**src/include/tpt_defs.svh**
```systemverilog
// Purpose: offsets, field positions, reset values and timing counts
// Assumes: 8-bit register port with byte offsets
// Notes:   definitions only
`ifndef TPT_DEFS_SVH
`define TPT_DEFS_SVH

// ************************
// register offsets
// ************************
`define TPT_OFS_SOURCE      8'h22
`define TPT_OFS_THS_X       8'h23
`define TPT_OFS_THS_Y       8'h24
`define TPT_OFS_THS_Z       8'h25
`define TPT_OFS_WIDTH       8'h26
`define TPT_OFS_LATENCY     8'h27
`define TPT_OFS_WINDOW      8'h28

// ************************
// reset values and field layout
// ************************
`define TPT_RST_THS         7'h00
`define TPT_RST_BYTE        8'h00
`define TPT_SRC_EA          7
`define TPT_SRC_AXIS_LSB    4
`define TPT_SRC_DPE         3
`define TPT_SRC_POL_LSB     0
`define TPT_THS_LOW_NOISE   7'h3F
`define TPT_MAG_FRAC        2

// ************************
// timing
// ************************
`define TPT_CLK_PERIOD_NS   5
`define TPT_BASE_STEP_NS    625000
`define TPT_PRESCALE_W      9
`define TPT_EXPO_W          4

`endif

```
**src/include/tpt_pkg.sv**
```systemverilog
// Purpose: shared types of the tap timing block
// Assumes: samples are signed 10-bit at the 8g scale
// Notes:   constants live in tpt_defs.svh
`default_nettype none
package tpt_pkg;

    typedef enum logic [1:0] {
        TAP_IDLE,
        TAP_LATENCY,
        TAP_WINDOW,
        TAP_SECOND
    } tpt_tap_e;

    typedef struct packed {
        logic              valid;
        logic signed [9:0] x;
        logic signed [9:0] y;
        logic signed [9:0] z;
    } tpt_sample_s;

    typedef struct packed {
        logic [2:0] sampleRate;
        logic [1:0] overMode;
        logic       tapFilterEnable;
        logic       lowNoise;
    } tpt_mode_s;

    typedef struct packed {
        logic       above;
        logic       started;
        logic       validPulse;
        logic       negative;
    } tpt_axis_s;

endpackage : tpt_pkg
`default_nettype wire

```
**src/logic/tpt_step_timer.sv**
```systemverilog
// Purpose: timing step pulse, base tick scaled by two to a power
// Assumes: base tick is 0.625 ms of the system clock
// Notes:   clear restarts the step so an interval starts whole
`timescale 1ns/10ps
`default_nettype none
`include "tpt_defs.svh"

module tpt_step_timer
    import tpt_pkg::*;
#(
    parameter int TICK_CYCLES = 125000
) (
    input  wire logic                    clock,
    input  wire logic                    rstn,
    input  wire logic                    clear,
    input  wire logic [`TPT_EXPO_W-1:0]  expo,
    output logic                         step
);

    localparam int DIV_W = $clog2(TICK_CYCLES);

    if (TICK_CYCLES < 2) begin : g_check
        $error("tpt_step_timer: TICK_CYCLES must be at least 2");
    end

    typedef struct packed {
        logic [DIV_W-1:0]           div;
        logic [`TPT_PRESCALE_W-1:0] pre;
        logic                       step;
    } tpt_step_s;

    tpt_step_s st;
    tpt_step_s next_st;
    logic      tick;
    logic [`TPT_PRESCALE_W-1:0] preLast;

    always_comb begin
        next_st  = st;
        tick     = (st.div == DIV_W'(TICK_CYCLES - 1));
        preLast  = `TPT_PRESCALE_W'((1 << expo) - 1);
        next_st.step = 1'b0;
        if (clear) begin
            next_st.div = '0;
            next_st.pre = '0;
        end else if (tick) begin
            next_st.div = '0;
            if (st.pre >= preLast) begin
                next_st.pre  = '0;
                next_st.step = 1'b1;
            end else begin
                next_st.pre = st.pre + 1'b1;
            end
        end else begin
            next_st.div = st.div + 1'b1;
        end
    end

    always_ff @(posedge clock or negedge rstn) begin
        if (!rstn) begin
            st <= '0;
        end else begin
            st <= next_st;
        end
    end

    assign step = st.step;

endmodule : tpt_step_timer
`default_nettype wire

```
**src/logic/tpt_axis_detect.sv**
```systemverilog
// Purpose: one axis of tap start and width checking
// Assumes: sample is signed at the 8g scale, 4 counts per threshold lsb
// Notes:   threshold of zero leaves the axis idle
`timescale 1ns/10ps
`default_nettype none
`include "tpt_defs.svh"

module tpt_axis_detect
    import tpt_pkg::*;
(
    input  wire logic              clock,
    input  wire logic              rstn,
    input  wire logic              sampleValid,
    input  wire logic signed [9:0] sample,
    input  wire logic [6:0]        threshold,
    input  wire logic              lowNoise,
    input  wire logic              widthStep,
    input  wire logic [7:0]        widthLimit,
    output tpt_axis_s              result
);

    typedef struct packed {
        tpt_axis_s  out;
        logic       tooLong;
        logic [7:0] count;
    } tpt_axst_s;

    tpt_axst_s  st;
    tpt_axst_s  next_st;
    logic [9:0] mag;
    logic [6:0] thrEff;
    logic       over;

    always_comb begin
        next_st = st;
        next_st.out.started    = 1'b0;
        next_st.out.validPulse = 1'b0;
        mag    = sample[9] ? 10'(-sample) : 10'(sample);         // [RQ20]
        thrEff = (lowNoise && threshold > `TPT_THS_LOW_NOISE)
               ? `TPT_THS_LOW_NOISE : threshold;                 // [RQ3]
        over   = (thrEff != 7'h00)
               && (mag > {1'b0, thrEff, 2'h0});                  // [RQ1] [RQ2]
        if (st.out.above && widthStep && !st.tooLong) begin
            if (st.count >= widthLimit) begin
                next_st.tooLong = 1'b1;                          // [RQ5]
            end else begin
                next_st.count = st.count + 1'b1;                 // [RQ19]
            end
        end
        if (sampleValid) begin
            if (over && !st.out.above) begin
                next_st.out.above    = 1'b1;
                next_st.out.started  = 1'b1;
                next_st.out.negative = sample[9];
                next_st.tooLong      = 1'b0;
                next_st.count        = 8'h00;
            end else if (!over && st.out.above) begin
                next_st.out.above      = 1'b0;
                next_st.out.validPulse = !next_st.tooLong;       // [RQ5]
            end
        end
    end

    always_ff @(posedge clock or negedge rstn) begin
        if (!rstn) begin
            st <= '0;
        end else begin
            st <= next_st;
        end
    end

    assign result = st.out;

endmodule : tpt_axis_detect
`default_nettype wire

```
**src/logic/tpt_tap_timing.sv**
```systemverilog
// Purpose: tap thresholds, width limit, latency and second-tap window
// Assumes: host writes and reads registers through the byte port
// Notes:   rate, mode and filter bits arrive from registers elsewhere
`timescale 1ns/10ps
`default_nettype none
`include "tpt_defs.svh"

// What this block does
// [RQ1] separate threshold per axis starts detection
// [RQ2] unsigned 7-bit threshold, 0.063g per count
// [RQ3] low-noise mode caps threshold at 4g
// [RQ4] thresholds reset zero, bit 7 reads zero
// [RQ5] valid pulse ends within width limit
// [RQ6] width step follows rate, mode, filter
// [RQ7] filtered width steps per mode table
// [RQ8] unfiltered width steps per second table, half to a quarter of filtered
// [RQ9] latency after first tap ignores pulses
// [RQ10] host programs latency before relying on taps
// [RQ11] filtered latency steps per mode table
// [RQ12] unfiltered latency steps, max step times 255
// [RQ13] width limit register, read/write, reset zero
// [RQ14] latency register, read/write, reset zero
// [RQ15] filter enable selects step table
// [RQ16] window bounds second tap start
// [RQ17] second tap checks width, may end late
// [RQ18] source read clears flags and event
// [RQ19] timers count steps against programmed value
// [RQ20] threshold compares sample magnitude
module tpt_tap_timing
    import tpt_pkg::*;
#(
    parameter int BASE_TICK_CYCLES =
        `TPT_BASE_STEP_NS / `TPT_CLK_PERIOD_NS
) (
    input  wire logic        clock,
    input  wire logic        rstn,
    input  wire logic [7:0]  regAddr,
    input  wire logic        regWrite,
    input  wire logic        regRead,
    input  wire logic [7:0]  regWriteData,
    output logic      [7:0]  regReadData,
    input  wire tpt_sample_s sampleIn,
    input  wire tpt_mode_s   modeIn,
    output logic             tapEvent,
    output logic             singleTap,
    output logic             doubleTap
);

    // ************************
    // state
    // ************************
    typedef struct packed {
        tpt_tap_e   tap;
        logic [7:0] count;
        logic [6:0] x_threshold_field;
        logic [6:0] y_threshold_field;
        logic [6:0] z_threshold_field;
        logic [7:0] widthLimit;
        logic [7:0] latency;
        logic [7:0] window;
        logic [7:0] source;
        logic [7:0] readData;
        logic       singleTap;
        logic       doubleTap;
    } tpt_top_s;

    tpt_top_s  st;
    tpt_top_s  next_st;
    tpt_axis_s axX;
    tpt_axis_s axY;
    tpt_axis_s axZ;
    logic      widthStep;
    logic      latStep;
    logic      latClear;
    logic [`TPT_EXPO_W-1:0] widthExpo;
    logic [`TPT_EXPO_W-1:0] latExpo;
    logic [2:0] validAxes;
    logic [2:0] negAxes;
    logic       anyValid;
    logic       anyStart;
    logic       anyAbove;
    logic [7:0] newSource;
    logic       srcSet;

    // ************************
    // step size tables
    // ************************
    // returns the width step as a power of two of 0.625 ms
    function automatic logic [`TPT_EXPO_W-1:0] width_expo(
        input tpt_mode_s m
    );
        logic [3:0] r;
        logic [3:0] k;
        r = {1'b0, m.sampleRate};
        k = 4'h0;
        if (m.tapFilterEnable) begin                             // [RQ15]
            case (m.overMode)                                    // [RQ7]
                2'h0:    k = (r < 4'h4) ? r + 4'h1 : 4'h5;
                2'h1:    k = (r < 4'h5) ? r + 4'h1 : 4'h7;
                2'h2:    k = (r < 4'h1) ? 4'h1 : 4'h2;
                2'h3:    k = (r < 4'h5) ? r + 4'h1
                           : ((r == 4'h5) ? 4'h7 : 4'h8);
                default: k = 4'h1;
            endcase
        end else begin
            case (m.overMode)                                    // [RQ8]
                2'h0:    k = (r < 4'h2) ? 4'h0
                           : ((r < 4'h5) ? r - 4'h1 : 4'h3);
                2'h1:    k = (r < 4'h2) ? 4'h0
                           : ((r < 4'h5) ? r - 4'h1 : 4'h5);
                2'h2:    k = 4'h0;
                2'h3:    k = (r < 4'h5) ? r : 4'h6;
                default: k = 4'h0;
            endcase
        end
        return k;
    endfunction : width_expo

    assign widthExpo = width_expo(modeIn);                       // [RQ6]
    assign latExpo   = widthExpo + 4'h1;                         // [RQ11] [RQ12]

    // ************************
    // timers and axes
    // ************************
    tpt_step_timer #(
        .TICK_CYCLES (BASE_TICK_CYCLES)
    ) u_width_step (
        .clock (clock),
        .rstn  (rstn),
        .clear (1'b0),
        .expo  (widthExpo),
        .step  (widthStep)
    );

    tpt_step_timer #(
        .TICK_CYCLES (BASE_TICK_CYCLES)
    ) u_lat_step (
        .clock (clock),
        .rstn  (rstn),
        .clear (latClear),
        .expo  (latExpo),
        .step  (latStep)
    );

    tpt_axis_detect u_axis_x (
        .clock       (clock),
        .rstn        (rstn),
        .sampleValid (sampleIn.valid),
        .sample      (sampleIn.x),
        .threshold   (st.x_threshold_field),
        .lowNoise    (modeIn.lowNoise),
        .widthStep   (widthStep),
        .widthLimit  (st.widthLimit),
        .result      (axX)
    );

    tpt_axis_detect u_axis_y (
        .clock       (clock),
        .rstn        (rstn),
        .sampleValid (sampleIn.valid),
        .sample      (sampleIn.y),
        .threshold   (st.y_threshold_field),
        .lowNoise    (modeIn.lowNoise),
        .widthStep   (widthStep),
        .widthLimit  (st.widthLimit),
        .result      (axY)
    );

    tpt_axis_detect u_axis_z (
        .clock       (clock),
        .rstn        (rstn),
        .sampleValid (sampleIn.valid),
        .sample      (sampleIn.z),
        .threshold   (st.z_threshold_field),
        .lowNoise    (modeIn.lowNoise),
        .widthStep   (widthStep),
        .widthLimit  (st.widthLimit),
        .result      (axZ)
    );

    assign validAxes = {axZ.validPulse, axY.validPulse, axX.validPulse};
    assign negAxes   = {axZ.negative, axY.negative, axX.negative};
    assign anyValid  = |validAxes;
    assign anyStart  = axX.started | axY.started | axZ.started;
    assign anyAbove  = axX.above | axY.above | axZ.above;
    assign latClear  = (st.tap == TAP_IDLE) || (st.tap == TAP_SECOND);

    // ************************
    // next state
    // ************************
    always_comb begin
        next_st = st;
        next_st.singleTap = 1'b0;
        next_st.doubleTap = 1'b0;
        srcSet    = 1'b0;
        newSource = 8'h00;
        newSource[`TPT_SRC_EA] = 1'b1;
        newSource[`TPT_SRC_AXIS_LSB +: 3] = validAxes;
        newSource[`TPT_SRC_POL_LSB +: 3]  = negAxes & validAxes;

        case (st.tap)
            TAP_IDLE: begin
                if (anyValid) begin
                    srcSet            = 1'b1;
                    next_st.singleTap = 1'b1;
                    next_st.count     = 8'h00;
                    next_st.tap       = TAP_LATENCY;             // [RQ9]
                end
            end
            TAP_LATENCY: begin
                // pulses in this interval are not looked at
                if (st.count >= st.latency) begin                // [RQ9] [RQ19]
                    next_st.count = 8'h00;
                    next_st.tap   = TAP_WINDOW;
                end else if (latStep) begin
                    next_st.count = st.count + 1'b1;             // [RQ19]
                end
            end
            TAP_WINDOW: begin
                if (anyStart) begin
                    next_st.tap = TAP_SECOND;                    // [RQ16]
                end else if (st.count >= st.window) begin
                    next_st.tap = TAP_IDLE;                      // [RQ16]
                end else if (latStep) begin
                    next_st.count = st.count + 1'b1;             // [RQ19]
                end
            end
            TAP_SECOND: begin
                // window no longer bounds the end of this pulse
                if (anyValid) begin                              // [RQ17]
                    srcSet                 = 1'b1;
                    newSource[`TPT_SRC_DPE] = 1'b1;
                    next_st.doubleTap      = 1'b1;
                    next_st.tap            = TAP_IDLE;
                end else if (!anyAbove) begin
                    next_st.tap = TAP_IDLE;                      // [RQ17]
                end
            end
            default: begin
                next_st.tap = TAP_IDLE;
            end
        endcase

        // ************************
        // register port
        // ************************
        if (regWrite) begin
            case (regAddr)
                `TPT_OFS_THS_X:   next_st.x_threshold_field = regWriteData[6:0]; // [RQ4]
                `TPT_OFS_THS_Y:   next_st.y_threshold_field = regWriteData[6:0]; // [RQ4]
                `TPT_OFS_THS_Z:   next_st.z_threshold_field = regWriteData[6:0]; // [RQ4]
                `TPT_OFS_WIDTH:   next_st.widthLimit = regWriteData; // [RQ13]
                `TPT_OFS_LATENCY: next_st.latency = regWriteData;   // [RQ14]
                `TPT_OFS_WINDOW:  next_st.window = regWriteData;
                default:          ;
            endcase
        end

        if (regRead) begin
            case (regAddr)
                `TPT_OFS_SOURCE:  next_st.readData = st.source;
                `TPT_OFS_THS_X:   next_st.readData = {1'b0, st.x_threshold_field}; // [RQ4]
                `TPT_OFS_THS_Y:   next_st.readData = {1'b0, st.y_threshold_field};
                `TPT_OFS_THS_Z:   next_st.readData = {1'b0, st.z_threshold_field};
                `TPT_OFS_WIDTH:   next_st.readData = st.widthLimit;
                `TPT_OFS_LATENCY: next_st.readData = st.latency;
                `TPT_OFS_WINDOW:  next_st.readData = st.window;
                default:          next_st.readData = 8'h00;
            endcase
            if (regAddr == `TPT_OFS_SOURCE) begin
                next_st.source = 8'h00;                          // [RQ18]
            end
        end

        // a new event in the reading cycle survives the clear
        if (srcSet) begin
            next_st.source = newSource;
        end
    end

    // ************************
    // registers
    // ************************
    always_ff @(posedge clock or negedge rstn) begin
        if (!rstn) begin
            st            <= '0;
            st.tap        <= TAP_IDLE;
            st.x_threshold_field       <= `TPT_RST_THS;                       // [RQ4]
            st.y_threshold_field       <= `TPT_RST_THS;
            st.z_threshold_field       <= `TPT_RST_THS;
            st.widthLimit <= `TPT_RST_BYTE;                      // [RQ13]
            st.latency    <= `TPT_RST_BYTE;                      // [RQ14]
            st.window     <= `TPT_RST_BYTE;
        end else begin
            st <= next_st;
        end
    end

    assign regReadData = st.readData;
    assign tapEvent    = st.source[`TPT_SRC_EA];                 // [RQ18]
    assign singleTap   = st.singleTap;
    assign doubleTap   = st.doubleTap;

endmodule : tpt_tap_timing
`default_nettype wire

```
**config.mk**
```make
export PLATFORM = sky130hd
export DESIGN_NAME = tpt_tap_timing
export DESIGN_NICKNAME = d
export VERILOG_FILES = /design/src/include/tpt_pkg.sv /design/src/logic/tpt_step_timer.sv /design/src/logic/tpt_axis_detect.sv /design/src/logic/tpt_tap_timing.sv
export VERILOG_INCLUDE_DIRS = /design/src /design/src/include
export SDC_FILE = /design/constraint.sdc
export NUM_CORES = 1
export LEC_CHECK = 0
export CORE_MARGIN = 2
export CORE_UTILIZATION = 40
export DETAILED_ROUTE_END_ITERATION = 7
export DONT_BUFFER_PORTS = 1
export SLEW_MARGIN = 25
export SYNTH_ARGS = -nofsm -noshare
export SYNTH_HDL_FRONTEND = slang
export SYNTH_SLANG_ARGS = --single-unit
```
**constraint.sdc**
```tcl
create_clock -name clock -period 2.61 [get_ports clock]
set_input_delay 0.522 -clock clock [delete_from_list [all_inputs] [get_ports clock]]
set_output_delay 0.522 -clock clock [all_outputs]
set_load 0.05 [all_outputs]
```
==> results.tsv, run 1 <==
metric	value	unit
status	finished, violations left	
violations	negative hold slack, negative setup slack	
cts_buffers	17	
max_slew_margin	47.34	%
worstMarginPinSlew	786.2	ps
routabilityCongestion	0.8462	
drt_iter0_drc	496	
antenna_found_initial	0	
synth_most_common_cell	dfrtp_1	
cts_sinks	166	
drv_cap	0	
power_frac_comb	36.3	%
max_freq	0.2531	GHz
die_area	0.02924	mm²
grt_use_total	18.45	%
grt_pass1_wl	43.57	mm
synth_common_cells	dfrtp_1 (166), ha_1 (107), nor2_1 (99)	
post-route-period-util	151.4	%
first_pass_iters	5	
die_h	171	µm
clock_latency	450	ps
grt_pass1_vias	8681	
finClkSkew	23.06	ps
syn_area_per_cell	9.494	µm²
io_pins	69	
slowest_delay	360	ps
yosysTopAreaCell	dfrtp_1	
dpl_worst_slack	-1910	ps
layout.nets	1426	
htreeDepth	4	
cp_slowest_cell	or3b_1	
viasPerCell	5.441	
cts_buffer_depth	2	
die_w	171	µm
initial_core_util	40.38	%
dp_hpwl	18.78	mm
drt_wl_total	26.58	mm
instances_no_fill	1652	
critPathCaptureType	flip-flop	
yosysSeqAreaShare	37.24	%
cts.clk_slew.worst_paths	80	ps
cts_tree	built	
p_clk_share	28.4	%
startpoint	modeIn[4]	
remaining_drc_errors	0	
hold_path_class	input pin to async pin	
finalMaxSlewViolations	0	
synthToLayoutAreaGrowth	21.94	%
ys_types	82	
fin_crit	3952	ps
vias	8988	
yosys_most_used_dff	dfrtp_1	
syn_inst	1175	
fill_cells	2545	
drive_gt1_share	24.88	%
cp_common_cell	ha_4	
ys_ff_latch	166	
vdd_drop_max	0.3488	mV
swShare	37.60	%
placedCellCount	1588	
path_cells	inv_12 -> ha_4 -> ha_4 -> or3b_1 -> a21oi_2 -> o32ai_2 -> ha_4 -> or3_1 -> ha_2 -> nand2_2 -> o22a_1 -> o22ai_1 -> a22o_1 -> ha_1 -> and3_4 -> a221o_1 -> a31oi_4 -> o21ai_4 -> buf_6 -> a21oi_2 -> a21o_1	
r2r_slack	-230	ps
antennaDiodeCount	0	
rsz0062_at_grt	yes	
path_class	input pin to flip-flop	
holdWs	-233.1	ps
core_area	0.02763	mm²
p_sw	3.468	mW
power_density	677.9	mW/mm²
arrival	4340	ps
synth-edff-count	0	
ant_nets	0	
cts_root_buffer	clkbuf_16	
intPower	5.754	mW
gr-total-overflow	0	
yosysWarnings	0	
required	2990	ps
layout_setup_ws	-1342	ps
synth_fp_nets	1340	
grt_max_degree	167	
routedWlPerCell	16.09	µm
async_flop_share	100.0	%
netlist.area_leader.share	37.24	%
cp-start-kind	input pin	
cp_max_fo	12	
netlist_area	0.01116	mm²
synth_area_leaders	dfrtp_1 (37%), ha_1 (12%), mux2_2 (4.4%), nor2_1 (3.3%), a21o_1 (2.8%)	
portBuffers	0	
power.leakage	6.237	nW
seq_power_share	35.4	%
std_cell_rows	61	
finalHoldViolCount	166	
setup_viol	59	
r2r_start	st[48]$_DFFE_PN0P_	
-- flip-flops by register name (all words and copies together) (netlist names) --
signal	cells
u_lat_step.step	1
u_width_step.step	1
u_axis_y.st	9
singleTap	1
u_lat_step.st	26
u_width_step.st	26
u_axis_x.result	4
u_axis_z.st	9
u_axis_x.st	9
regReadData	8
tapEvent	1
st	62
doubleTap	1
u_axis_y.result	4
u_axis_z.result	4
-- worst paths after layout --
path,endpoint,cells past startpoint
min,u_lat_step.st[19]$_DFF_PN0_,0
max,u_lat_step.st[8]$_DFFE_PN0P_,21
min in group clock,regReadData[4]$_DFFE_PN0P_,1
min reg2reg,u_width_step.st[10]$_DFF_PN0_,1
max reg2reg,u_axis_z.st[5]$_DFF_PN0_,14
max in group asynchronous,u_axis_x.st[3]$_DFF_PN0_,0
-- power groups by stage --
stage,combinational (mW),sequential (mW),clock [mW]
floorplan,2.13,3.19,0
global placement,2.81,3.30,0
detailed placement,2.88,3.30,0
CTS,3.18,3.26,2.67
global route,3.73,3.31,2.78
finish,3.34,3.26,2.62
-- layer usage --
metal | wire, µm | global-route usage, % | vias up
li1 | - | - | 4445
met1 | 12670 | 25.01 | 4381
met2 | 12720 | 30.65 | 136
met3 | 878 | 3.030 | 26
met4 | 316 | 4.716 | 0
met5 | 0 | 0 | -
-- critical path, delay by kind of cell --
kind | cells | cell delay, ps
buffers and inverters | 2 | 160
AOI/OAI and AO/OA | 10 | 1550
and+or+nand+nor | 4 | 940
adders and majority gates | 5 | 1150
-- timing repair --
item | 4_1_cts | 5_1_grt
endpoints found under the hold margin | 166 | 166
cloned | 3 | 1
pin swaps | 24 | 16
setup buffers | 21 | 11
endpoints found under the setup margin | 59 | 66
resized for setup | 87 | 44
-- placed cells by master (no fill, tap or decap), drive strengths merged, types with 12 or more instances in the layout --
| cell type | instances |
|---|---|
| buf | 110 |
| and3 | 20 |
| o22ai | 14 |
| ha | 107 |
| or3 | 15 |
| mux2 | 44 |
| nor3 | 22 |
| xnor2 | 35 |
| o21ai | 63 |
| xor2 | 32 |
| clkbuf | 17 |
| dfrtp | 166 |
| nand4 | 21 |
| a22o | 12 |
| nand3 | 44 |
| inv | 83 |
| a21oi | 46 |
| nor2 | 100 |
| nand2 | 73 |
| a21o | 41 |
| nand2b | 20 |
-- cell families after synthesis --
family | share of synthesized area (%)
flops | 37.24
mux | 6.214
compound gates | 16.54
xor+xnor | 5.260
fa+ha+maj | 12.00
buf+inv | 4.509
simple gates | 18.24
-- through the flow --
| step | setup TNS (ps) | utilization, % | power (mW) | cell area (µm²) | hold WS (ps) |
|---|---|---|---|---|---|
| floorplan | -52560 | - | 5.323 | 11410 | 226.4 |
| CTS | -31770 | 48.23 | 9.105 | 13330 | -238.3 |
| global placement | -61150 | 44.15 | 6.115 | 12200 | 234.2 |
| finish | -33700 | 49.23 | 9.221 | 13600 | -233.1 |
| global route | -42780 | 49.23 | 9.826 | 13600 | -250.5 |
| detailed placement | -63290 | 44.15 | 6.183 | 12200 | 235.1 |
-- final cells by class --
type | instances | area [µm²] | area share (%)
multi-input cells | 890 | 7107 | 52.24
flip-flops and latches | 166 | 4154 | 30.54
repair buffers | 110 | 910.9 | 6.696
well taps | 378 | 473.0 | 3.477
clock buffers | 17 | 425.4 | 3.127
inverters | 75 | 324.1 | 2.382
clock inverters | 15 | 197.7 | 1.453
repair inverters | 1 | 11.26 | 0.08278
Power figures use the tool's default switching activity.
==> run 2: changes to the inputs <==
--- a/config.mk
+++ b/config.mk
@@ -8,2 +8,3 @@
 export LEC_CHECK = 0
+export CAP_MARGIN = 10
 export CORE_MARGIN = 2
==> constraint.sdc (replaced) <==
create_clock -name clock -period 2.61 [get_ports clock]
set_input_delay 0 -clock clock [delete_from_list [all_inputs] [get_ports clock]]
set_output_delay 0 -clock clock [all_outputs]
set_load 0.05 [all_outputs]
==> run 2 against run 1 <==
  * Sequential power barely moved
  * Setup slack improved by 540 ps
  * Hold slack got worse by 520 ps
  * Register-to-register slack improved by 180 ps
  * The run still ends with negative hold slack, negative setup slack left
  * Final cell count rose by 0.97%
  * Sequential share of layout area fell by 0.42 points
  * Global-route usage barely moved
  * Combinational power barely moved
  * Power rose by 0.46%
  * Non-clock buffer count rose by 16
  * Via count rose by 1.1%
==> results.tsv, run 2 (synthesis gave the netlist of run 1 again) <==
metric	value	unit	change
drv_cap	0		unchanged
r2r_start	st[48]$_DFFE_PN0P_		unchanged
postCtsHoldBufs	21		
cp_max_fo	12		unchanged
power_frac_comb	36.0	%	was 36.3%
layout_setup_ws	-798.1	ps	was -1342 ps
layout.nets	1442		was 1,426
htreeDepth	4		unchanged
power_density	671.6	mW/mm²	was 677.9 mW/mm²
routabilityCongestion	0.8617		was 0.8462
rsz0062_at_grt	yes		unchanged
p_clk_share	28.7	%	was 28.4%
dp_hpwl	18.66	mm	was 18.78 mm
first_pass_iters	5		unchanged
multi_input_area	0.007149	mm²	was 0.007107 mm²
p_sw	3.483	mW	was 3.468 mW
instances_no_fill	1668		was 1,652
finClkSkew	24.89	ps	was 23.06 ps
antennaDiodeCount	0		unchanged
gr-total-overflow	0		unchanged
remaining_drc_errors	0		unchanged
dpl_cell_area	0.01220	mm²	about the same
grt_pass1_vias	8541		was 8,681
grt_use_total	18.45	%	about the same
post-route-period-util	130.6	%	was 151.4%
intPower	5.780	mW	was 5.754 mW
critPathCaptureType	flip-flop		unchanged
power.leakage	6.315	nW	was 6.237 nW
finalHoldViolCount	166		unchanged
cts_root_buffer	clkbuf_16		unchanged
drive_gt1_share	24.65	%	was 24.88%
cts.clk_slew.worst_paths	80	ps	about the same
reg.largest.list	st (62), u_lat_step.st (26), u_width_step.st (26)		unchanged
required	2990	ps	about the same
ant_nets	0		unchanged
finalMaxSlewViolations	0		unchanged
seqCellArea	0.004154	mm²	unchanged
io_pins	69		unchanged
portBuffers	0		unchanged
drt_wl_total	27.00	mm	was 26.58 mm
core_area	0.02763	mm²	unchanged
viasPerCell	5.445		was 5.441
layout_commonest_cell	dfrtp_1		unchanged
layout_common_cells	dfrtp_1 (166), buf_4 (93), ha_1 (92)		was dfrtp_1 (166), ha_1 (99), buf_4 (95)
vdd_drop_max	0.5704	mV	was 0.3488 mV
violations	negative hold slack, negative setup slack		unchanged
max_slew_margin	47.21	%	was 47.34%
path_class	input pin to flip-flop		unchanged
hold_path_class	input pin to async pin		unchanged
top_register	st		unchanged
synthToLayoutAreaGrowth	23.64	%	was 21.94%
vias	9083		was 8,988
drt_iter0_drc	469		was 496
cp-start-kind	input pin		unchanged
cts_tree	built		unchanged
cts_sinks	166		unchanged
status	finished, violations left		unchanged
die_h	171	µm	unchanged
swShare	37.60	%	about the same
fill_cells	2555		was 2,545
setup_viol	22		was 59
grt_pass1_wl	43.35	mm	was 43.57 mm
arrival	3790	ps	was 4340 ps
final_area	0.01379	mm²	was 0.01360 mm²
placedCellCount	1593		was 1,588
routedWlPerCell	16.18	µm	was 16.09 µm
cts_buffers	17		unchanged
largest_reg_flops	62		unchanged
seq_power_share	35.3	%	was 35.4%
std_cell_rows	61		unchanged
max_freq	0.2934	GHz	was 0.2531 GHz
clock_latency	450	ps	about the same
die_area	0.02924	mm²	unchanged
grt_max_degree	167		unchanged
holdWs	-749.9	ps	was -233.1 ps
startpoint	modeIn[5]		was modeIn[4]
worstMarginPinSlew	789.2	ps	was 786.2 ps
fin_crit	3408	ps	was 3952 ps
antenna_found_initial	0		unchanged
die_w	171	µm	unchanged
cts_buffer_depth	2		unchanged
r2r_slack	-50	ps	was -230 ps
initial_core_util	40.38	%	unchanged
==> run 2: timing repair <==
action	CTS	global route
cloned	2	1
pin swaps	51	42
setup endpoints to repair	48	61
buffers inserted	16	6
hold endpoints to repair	260	166
gates resized for setup	68	84
==> run 2: final timing paths <==
| check | to | depth (start not counted) |
|---|---|---|
| worst max-delay path | u_lat_step.st[8]$_DFFE_PN0P_ | 21 |
| worst min-delay path | u_lat_step.st[18]$_DFF_PN0_ | 0 |
| worst max register to register | u_axis_z.result[0]$_DFFE_PN0P_ | 13 |
| worst min register to register | st[16]$_DFFE_PN0P_ | 1 |
| max in group asynchronous | u_axis_x.result[3]$_DFFE_PN0P_ | 0 |
| min in group clock | regReadData[6]$_DFFE_PN0P_ | 3 |
==> run 2: stage by stage <==
| stage | TNS (ps) | setup slack [ps] | power (mW) | util [%] |
|---|---|---|---|---|
| 4_1_cts | -14220 | -827.5 | 9.060 | 48.45 |
| 2_1_floorplan | -25350 | -1570 | 5.295 | - |
| 6_report | -14110 | -798.1 | 9.263 | 49.92 |
| 3_3_place_gp | -31820 | -1326 | 6.116 | 44.17 |
| 3_5_place_dp | -34100 | -1377 | 6.170 | 44.17 |
| 5_1_grt | -19390 | -973.2 | 9.865 | 49.92 |
==> run 2: worst max-delay path: stages <==
cell and delay (ps):
inv_12 20, ha_4 140, ha_4 290, or3b_1 360, a21oi_2 200, o32ai_4 140, ha_4 250, or3_4 340
ha_4 170, nand2_2 60, o22a_1 130, o22ai_1 70, a22o_1 180, ha_1 260, and3_4 150, a221o_1 330
a31oi_4 240, o21ai_4 130, buf_6 140, a21oi_2 90, a21o_1 80
==> run 2: area by class of cell <==
class	count	share of cell area [%]
Inverter	75	2.277
Clock inverter	15	1.551
Sequential cell	166	30.12
Tap cell	378	3.429
Clock buffer	17	3.084
Timing Repair Buffer	126	7.710
Multi-Input combinational cell	891	51.83
==> run 2: power groups by stage <==
stage,sequential [mW],clock (mW),combinational [mW]
finish,3.27,2.66,3.33
global route,3.31,2.83,3.72
CTS,3.26,2.71,3.09
detailed placement,3.30,0,2.87
global placement,3.29,0,2.82
floorplan,3.19,0,2.10
==> run 2: metal layers <==
metal	vias up	global-route usage [%]	part of all wire, %	routed length, µm
li1	4488	-	-	-
met1	4406	24.76	47	12650
met2	165	30.93	48	13090
met3	24	3.053	3.4	910
met4	0	4.716	1.3	348
met5	-	0	0	0
==> run 3: changes to the inputs <==
- CORE_UTILIZATION: 40 -> 32
==> run 3 against run 2 <==
  * The flow still finishes with violations (negative hold slack, negative setup slack)
  * Core utilization down 9.8 points
  * Maximum frequency decreased by 1.2%
  * Clock-buffer cell count increased by 5
  * Sequential cell count unchanged
  * Global-route usage fell by 3.2 points
  * Sequential power hardly changed
  * Routed wire length rose by 0.15%
  * Setup slack worse by 41 ps
  * Highest routed layer unchanged
==> results.tsv, run 3 (synthesis gave the netlist of run 1 again) <==
metric	value	unit	change
portBuffers	0		unchanged
post-route-period-util	132.2	%	was 130.6%
setup_viol	21		was 22
largest_reg_flops	62		unchanged
remaining_drc_errors	0		unchanged
max_freq	0.2899	GHz	was 0.2934 GHz
hold_path_class	input pin to async pin		unchanged
power_density	662.3	mW/mm²	was 671.6 mW/mm²
path_class	input pin to flip-flop		unchanged
rsz0062_at_grt	yes		unchanged
initial_core_util	32.37	%	was 40.38%
worstMarginPinSlew	655.4	ps	was 789.2 ps
layout_setup_ws	-839.5	ps	was -798.1 ps
cts_sinks	166		unchanged
holdWs	-727.5	ps	was -749.9 ps
vias	9135		was 9,083
max_slew_margin	56.16	%	was 47.21%
critPathCaptureType	flip-flop		unchanged
antennaDiodeCount	0		unchanged
htreeDepth	4		unchanged
r2r_start	st[55]$_DFFE_PN0P_		was st[48]$_DFFE_PN0P_
top_register	st		unchanged
ant_nets	0		unchanged
reg.largest.list	st (62), u_lat_step.st (26), u_width_step.st (26)		unchanged
routedWlPerCell	15.49	µm	was 16.18 µm
postLayoutCoreUtil	40.09	%	was 49.92%
cp_top_family	compound AO/OA/AOI/OAI gates		unchanged
r2r_slack	-20	ps	was -50 ps
clock_latency	430	ps	was 450 ps
finClkSkew	14.15	ps	was 24.89 ps
first_pass_iters	7		was 5
vdd_drop_max	0.5311	mV	was 0.5704 mV
die_h	190.7	µm	was 171 µm
antenna_found_initial	0		unchanged
cts_root_buffer	clkbuf_16		unchanged
layout_commonest_cell	dfrtp_1		unchanged
seqCellArea	0.004154	mm²	unchanged
cts_buffer_depth	2		unchanged
reg2regPathDepth	13		unchanged
gr-total-overflow	0		unchanged
dpl_worst_slack	-1362	ps	was -1377 ps
layout_common_cells	dfrtp_1 (166), buf_4 (94), ha_1 (92)		was dfrtp_1 (166), buf_4 (93), ha_1 (92)
startpoint	modeIn[4]		was modeIn[5]
cp_slowest_cell	or3b_4		was or3b_1
synthToLayoutAreaGrowth	23.83	%	was 23.64%
core_area	0.03446	mm²	was 0.02763 mm²
viasPerCell	5.235		was 5.445
power.leakage	6.281	nW	was 6.315 nW
path_cells	inv_12 -> ha_4 -> ha_4 -> or3b_4 -> a21oi_4 -> o32ai_4 -> ha_4 -> or3_4 -> ha_4 -> nand2_2 -> o22a_1 -> o22ai_1 -> a22o_1 -> ha_1 -> and3_4 -> a221o_1 -> a31oi_4 -> buf_6 -> o21ai_4 -> nor3b_2 -> a21o_1		was inv_12 -> ha_4 -> ha_4 -> or3b_1 -> a21oi_2 -> o32ai_4 -> ha_4 -> or3_4 -> ha_4 -> nand2_2 -> o22a_1 -> o22ai_1 -> a22o_1 -> ha_1 -> and3_4 -> a221o_1 -> a31oi_4 -> o21ai_4 -> buf_6 -> a21oi_2 -> a21o_1
cts_tree	built		unchanged
drive_gt1_share	24.19	%	was 24.65%
cts_buffers	17		unchanged
cp-start-kind	input pin		unchanged
die_area	0.03637	mm²	was 0.02924 mm²
grt_use_total	15.21	%	was 18.45%
path_buf_inv	2		unchanged
fill_cells	3370		was 2,555
total_power	9.149	mW	was 9.263 mW
slowest_delay	390	ps	was 360 ps
arrival	3820	ps	was 3790 ps
postCtsHoldBufs	20		was 21
io_pins	69		unchanged
setup_tns	-14560	ps	was -14,110 ps
finalHoldViolCount	166		unchanged
grt_pass1_wl	44.85	mm	was 43.35 mm
grt_pass1_vias	9023		was 8,541
std_cell_rows	68		was 61
die_w	190.7	µm	was 171 µm
cp_common_cell	ha_4		unchanged
routabilityCongestion	0.8340		was 0.8617
dp_hpwl	19.53	mm	was 18.66 mm
layout.nets	1442		unchanged
required	2980	ps	was 2990 ps
worstSetupEndpoint	u_lat_step.st[5]$_DFFE_PN0P_		was u_lat_step.st[8]$_DFFE_PN0P_
violations	negative hold slack, negative setup slack		unchanged
status	finished, violations left		unchanged
finalMaxSlewViolations	0		unchanged
drv_cap	0		unchanged
fin_crit	3449	ps	was 3408 ps
drt_wl_total	27.04	mm	was 27.00 mm
reg2reg_to	u_axis_y.result[0]$_DFFE_PN0P_		was u_axis_z.result[0]$_DFFE_PN0P_
grt_max_degree	167		unchanged
cp.depth	21		unchanged
cp_max_fo	12		unchanged
multi_input_area	0.007108	mm²	was 0.007149 mm²
drt_iter0_drc	602		was 469
cts.clk_slew.worst_paths	70	ps	was 80 ps
-- run 3: cell types whose count changed in the layout (fill, tap and decap cells not counted), moves of 4 or more --
cell / previous run / this run
o21ai_0: 34 / 38
clkinv_8: 6 / 0
inv_12: 6 / 2
nor2_1: 82 / 86
a21oi_1: 33 / 29
nor2_4: 11 / 6
o21ai_1: 18 / 13
-- run 3: worst min-delay path by stage --
stage / to / slack (ps) / depth (start not counted)
finish: regReadData[1]$_DFFE_PN0P_ / -730 / 0
global route: st[63]$_DFFE_PN0P_ / -750 / 0
CTS: st[64]$_DFFE_PN0P_ / -740 / 0
detailed placement: regReadData[3]$_DFFE_PN0P_ / -280 / 0
global placement: st[66]$_DFFE_PN0P_ / -280 / 0
floorplan: doubleTap$_DFF_PN0_ / -300 / 0
-- run 3: what timing repair did --
action	in CTS	in global routing
gates cloned	3	0
buffers inserted	13	5
endpoints found under the setup margin	46	57
pin swaps	63	49
endpoints found under the hold margin	259	166
gates resized for setup	84	53
-- run 3: cell type report --
class / count / share of cell area [%]
Multi-Input combinational cell: 891 / 51.45
Sequential cell: 166 / 30.07
Timing Repair Buffer: 126 / 7.680
Tap cell: 455 / 4.121
Clock buffer: 22 / 3.360
Inverter: 75 / 2.264
Clock inverter: 10 / 1.051
-- run 3: routing by layer --
layer | global-route usage [%] | up-vias | share of wire (%)
met5 | 0 | - | 0
met4 | 3.906 | 0 | 1.3
met3 | 2.558 | 22 | 3.0
met2 | 26.84 | 133 | 50
met1 | 19.19 | 4498 | 46
li1 | - | 4482 | -
-- run 3: where the power goes --
part / internal, mW / switching, mW
Combinational: 1.53 / 1.75
Clock: 1.56 / 1.04
Sequential: 2.90 / 0.374
-- run 3: metrics by stage --
step | cells | cell area (µm²)
2_1_floorplan | 1175 | 11380
3_3_place_gp | 1673 | 12320
3_5_place_dp | 1673 | 12320
4_1_cts | 1740 | 13560
5_1_grt | 1745 | 13810
6_report | 1745 | 13810
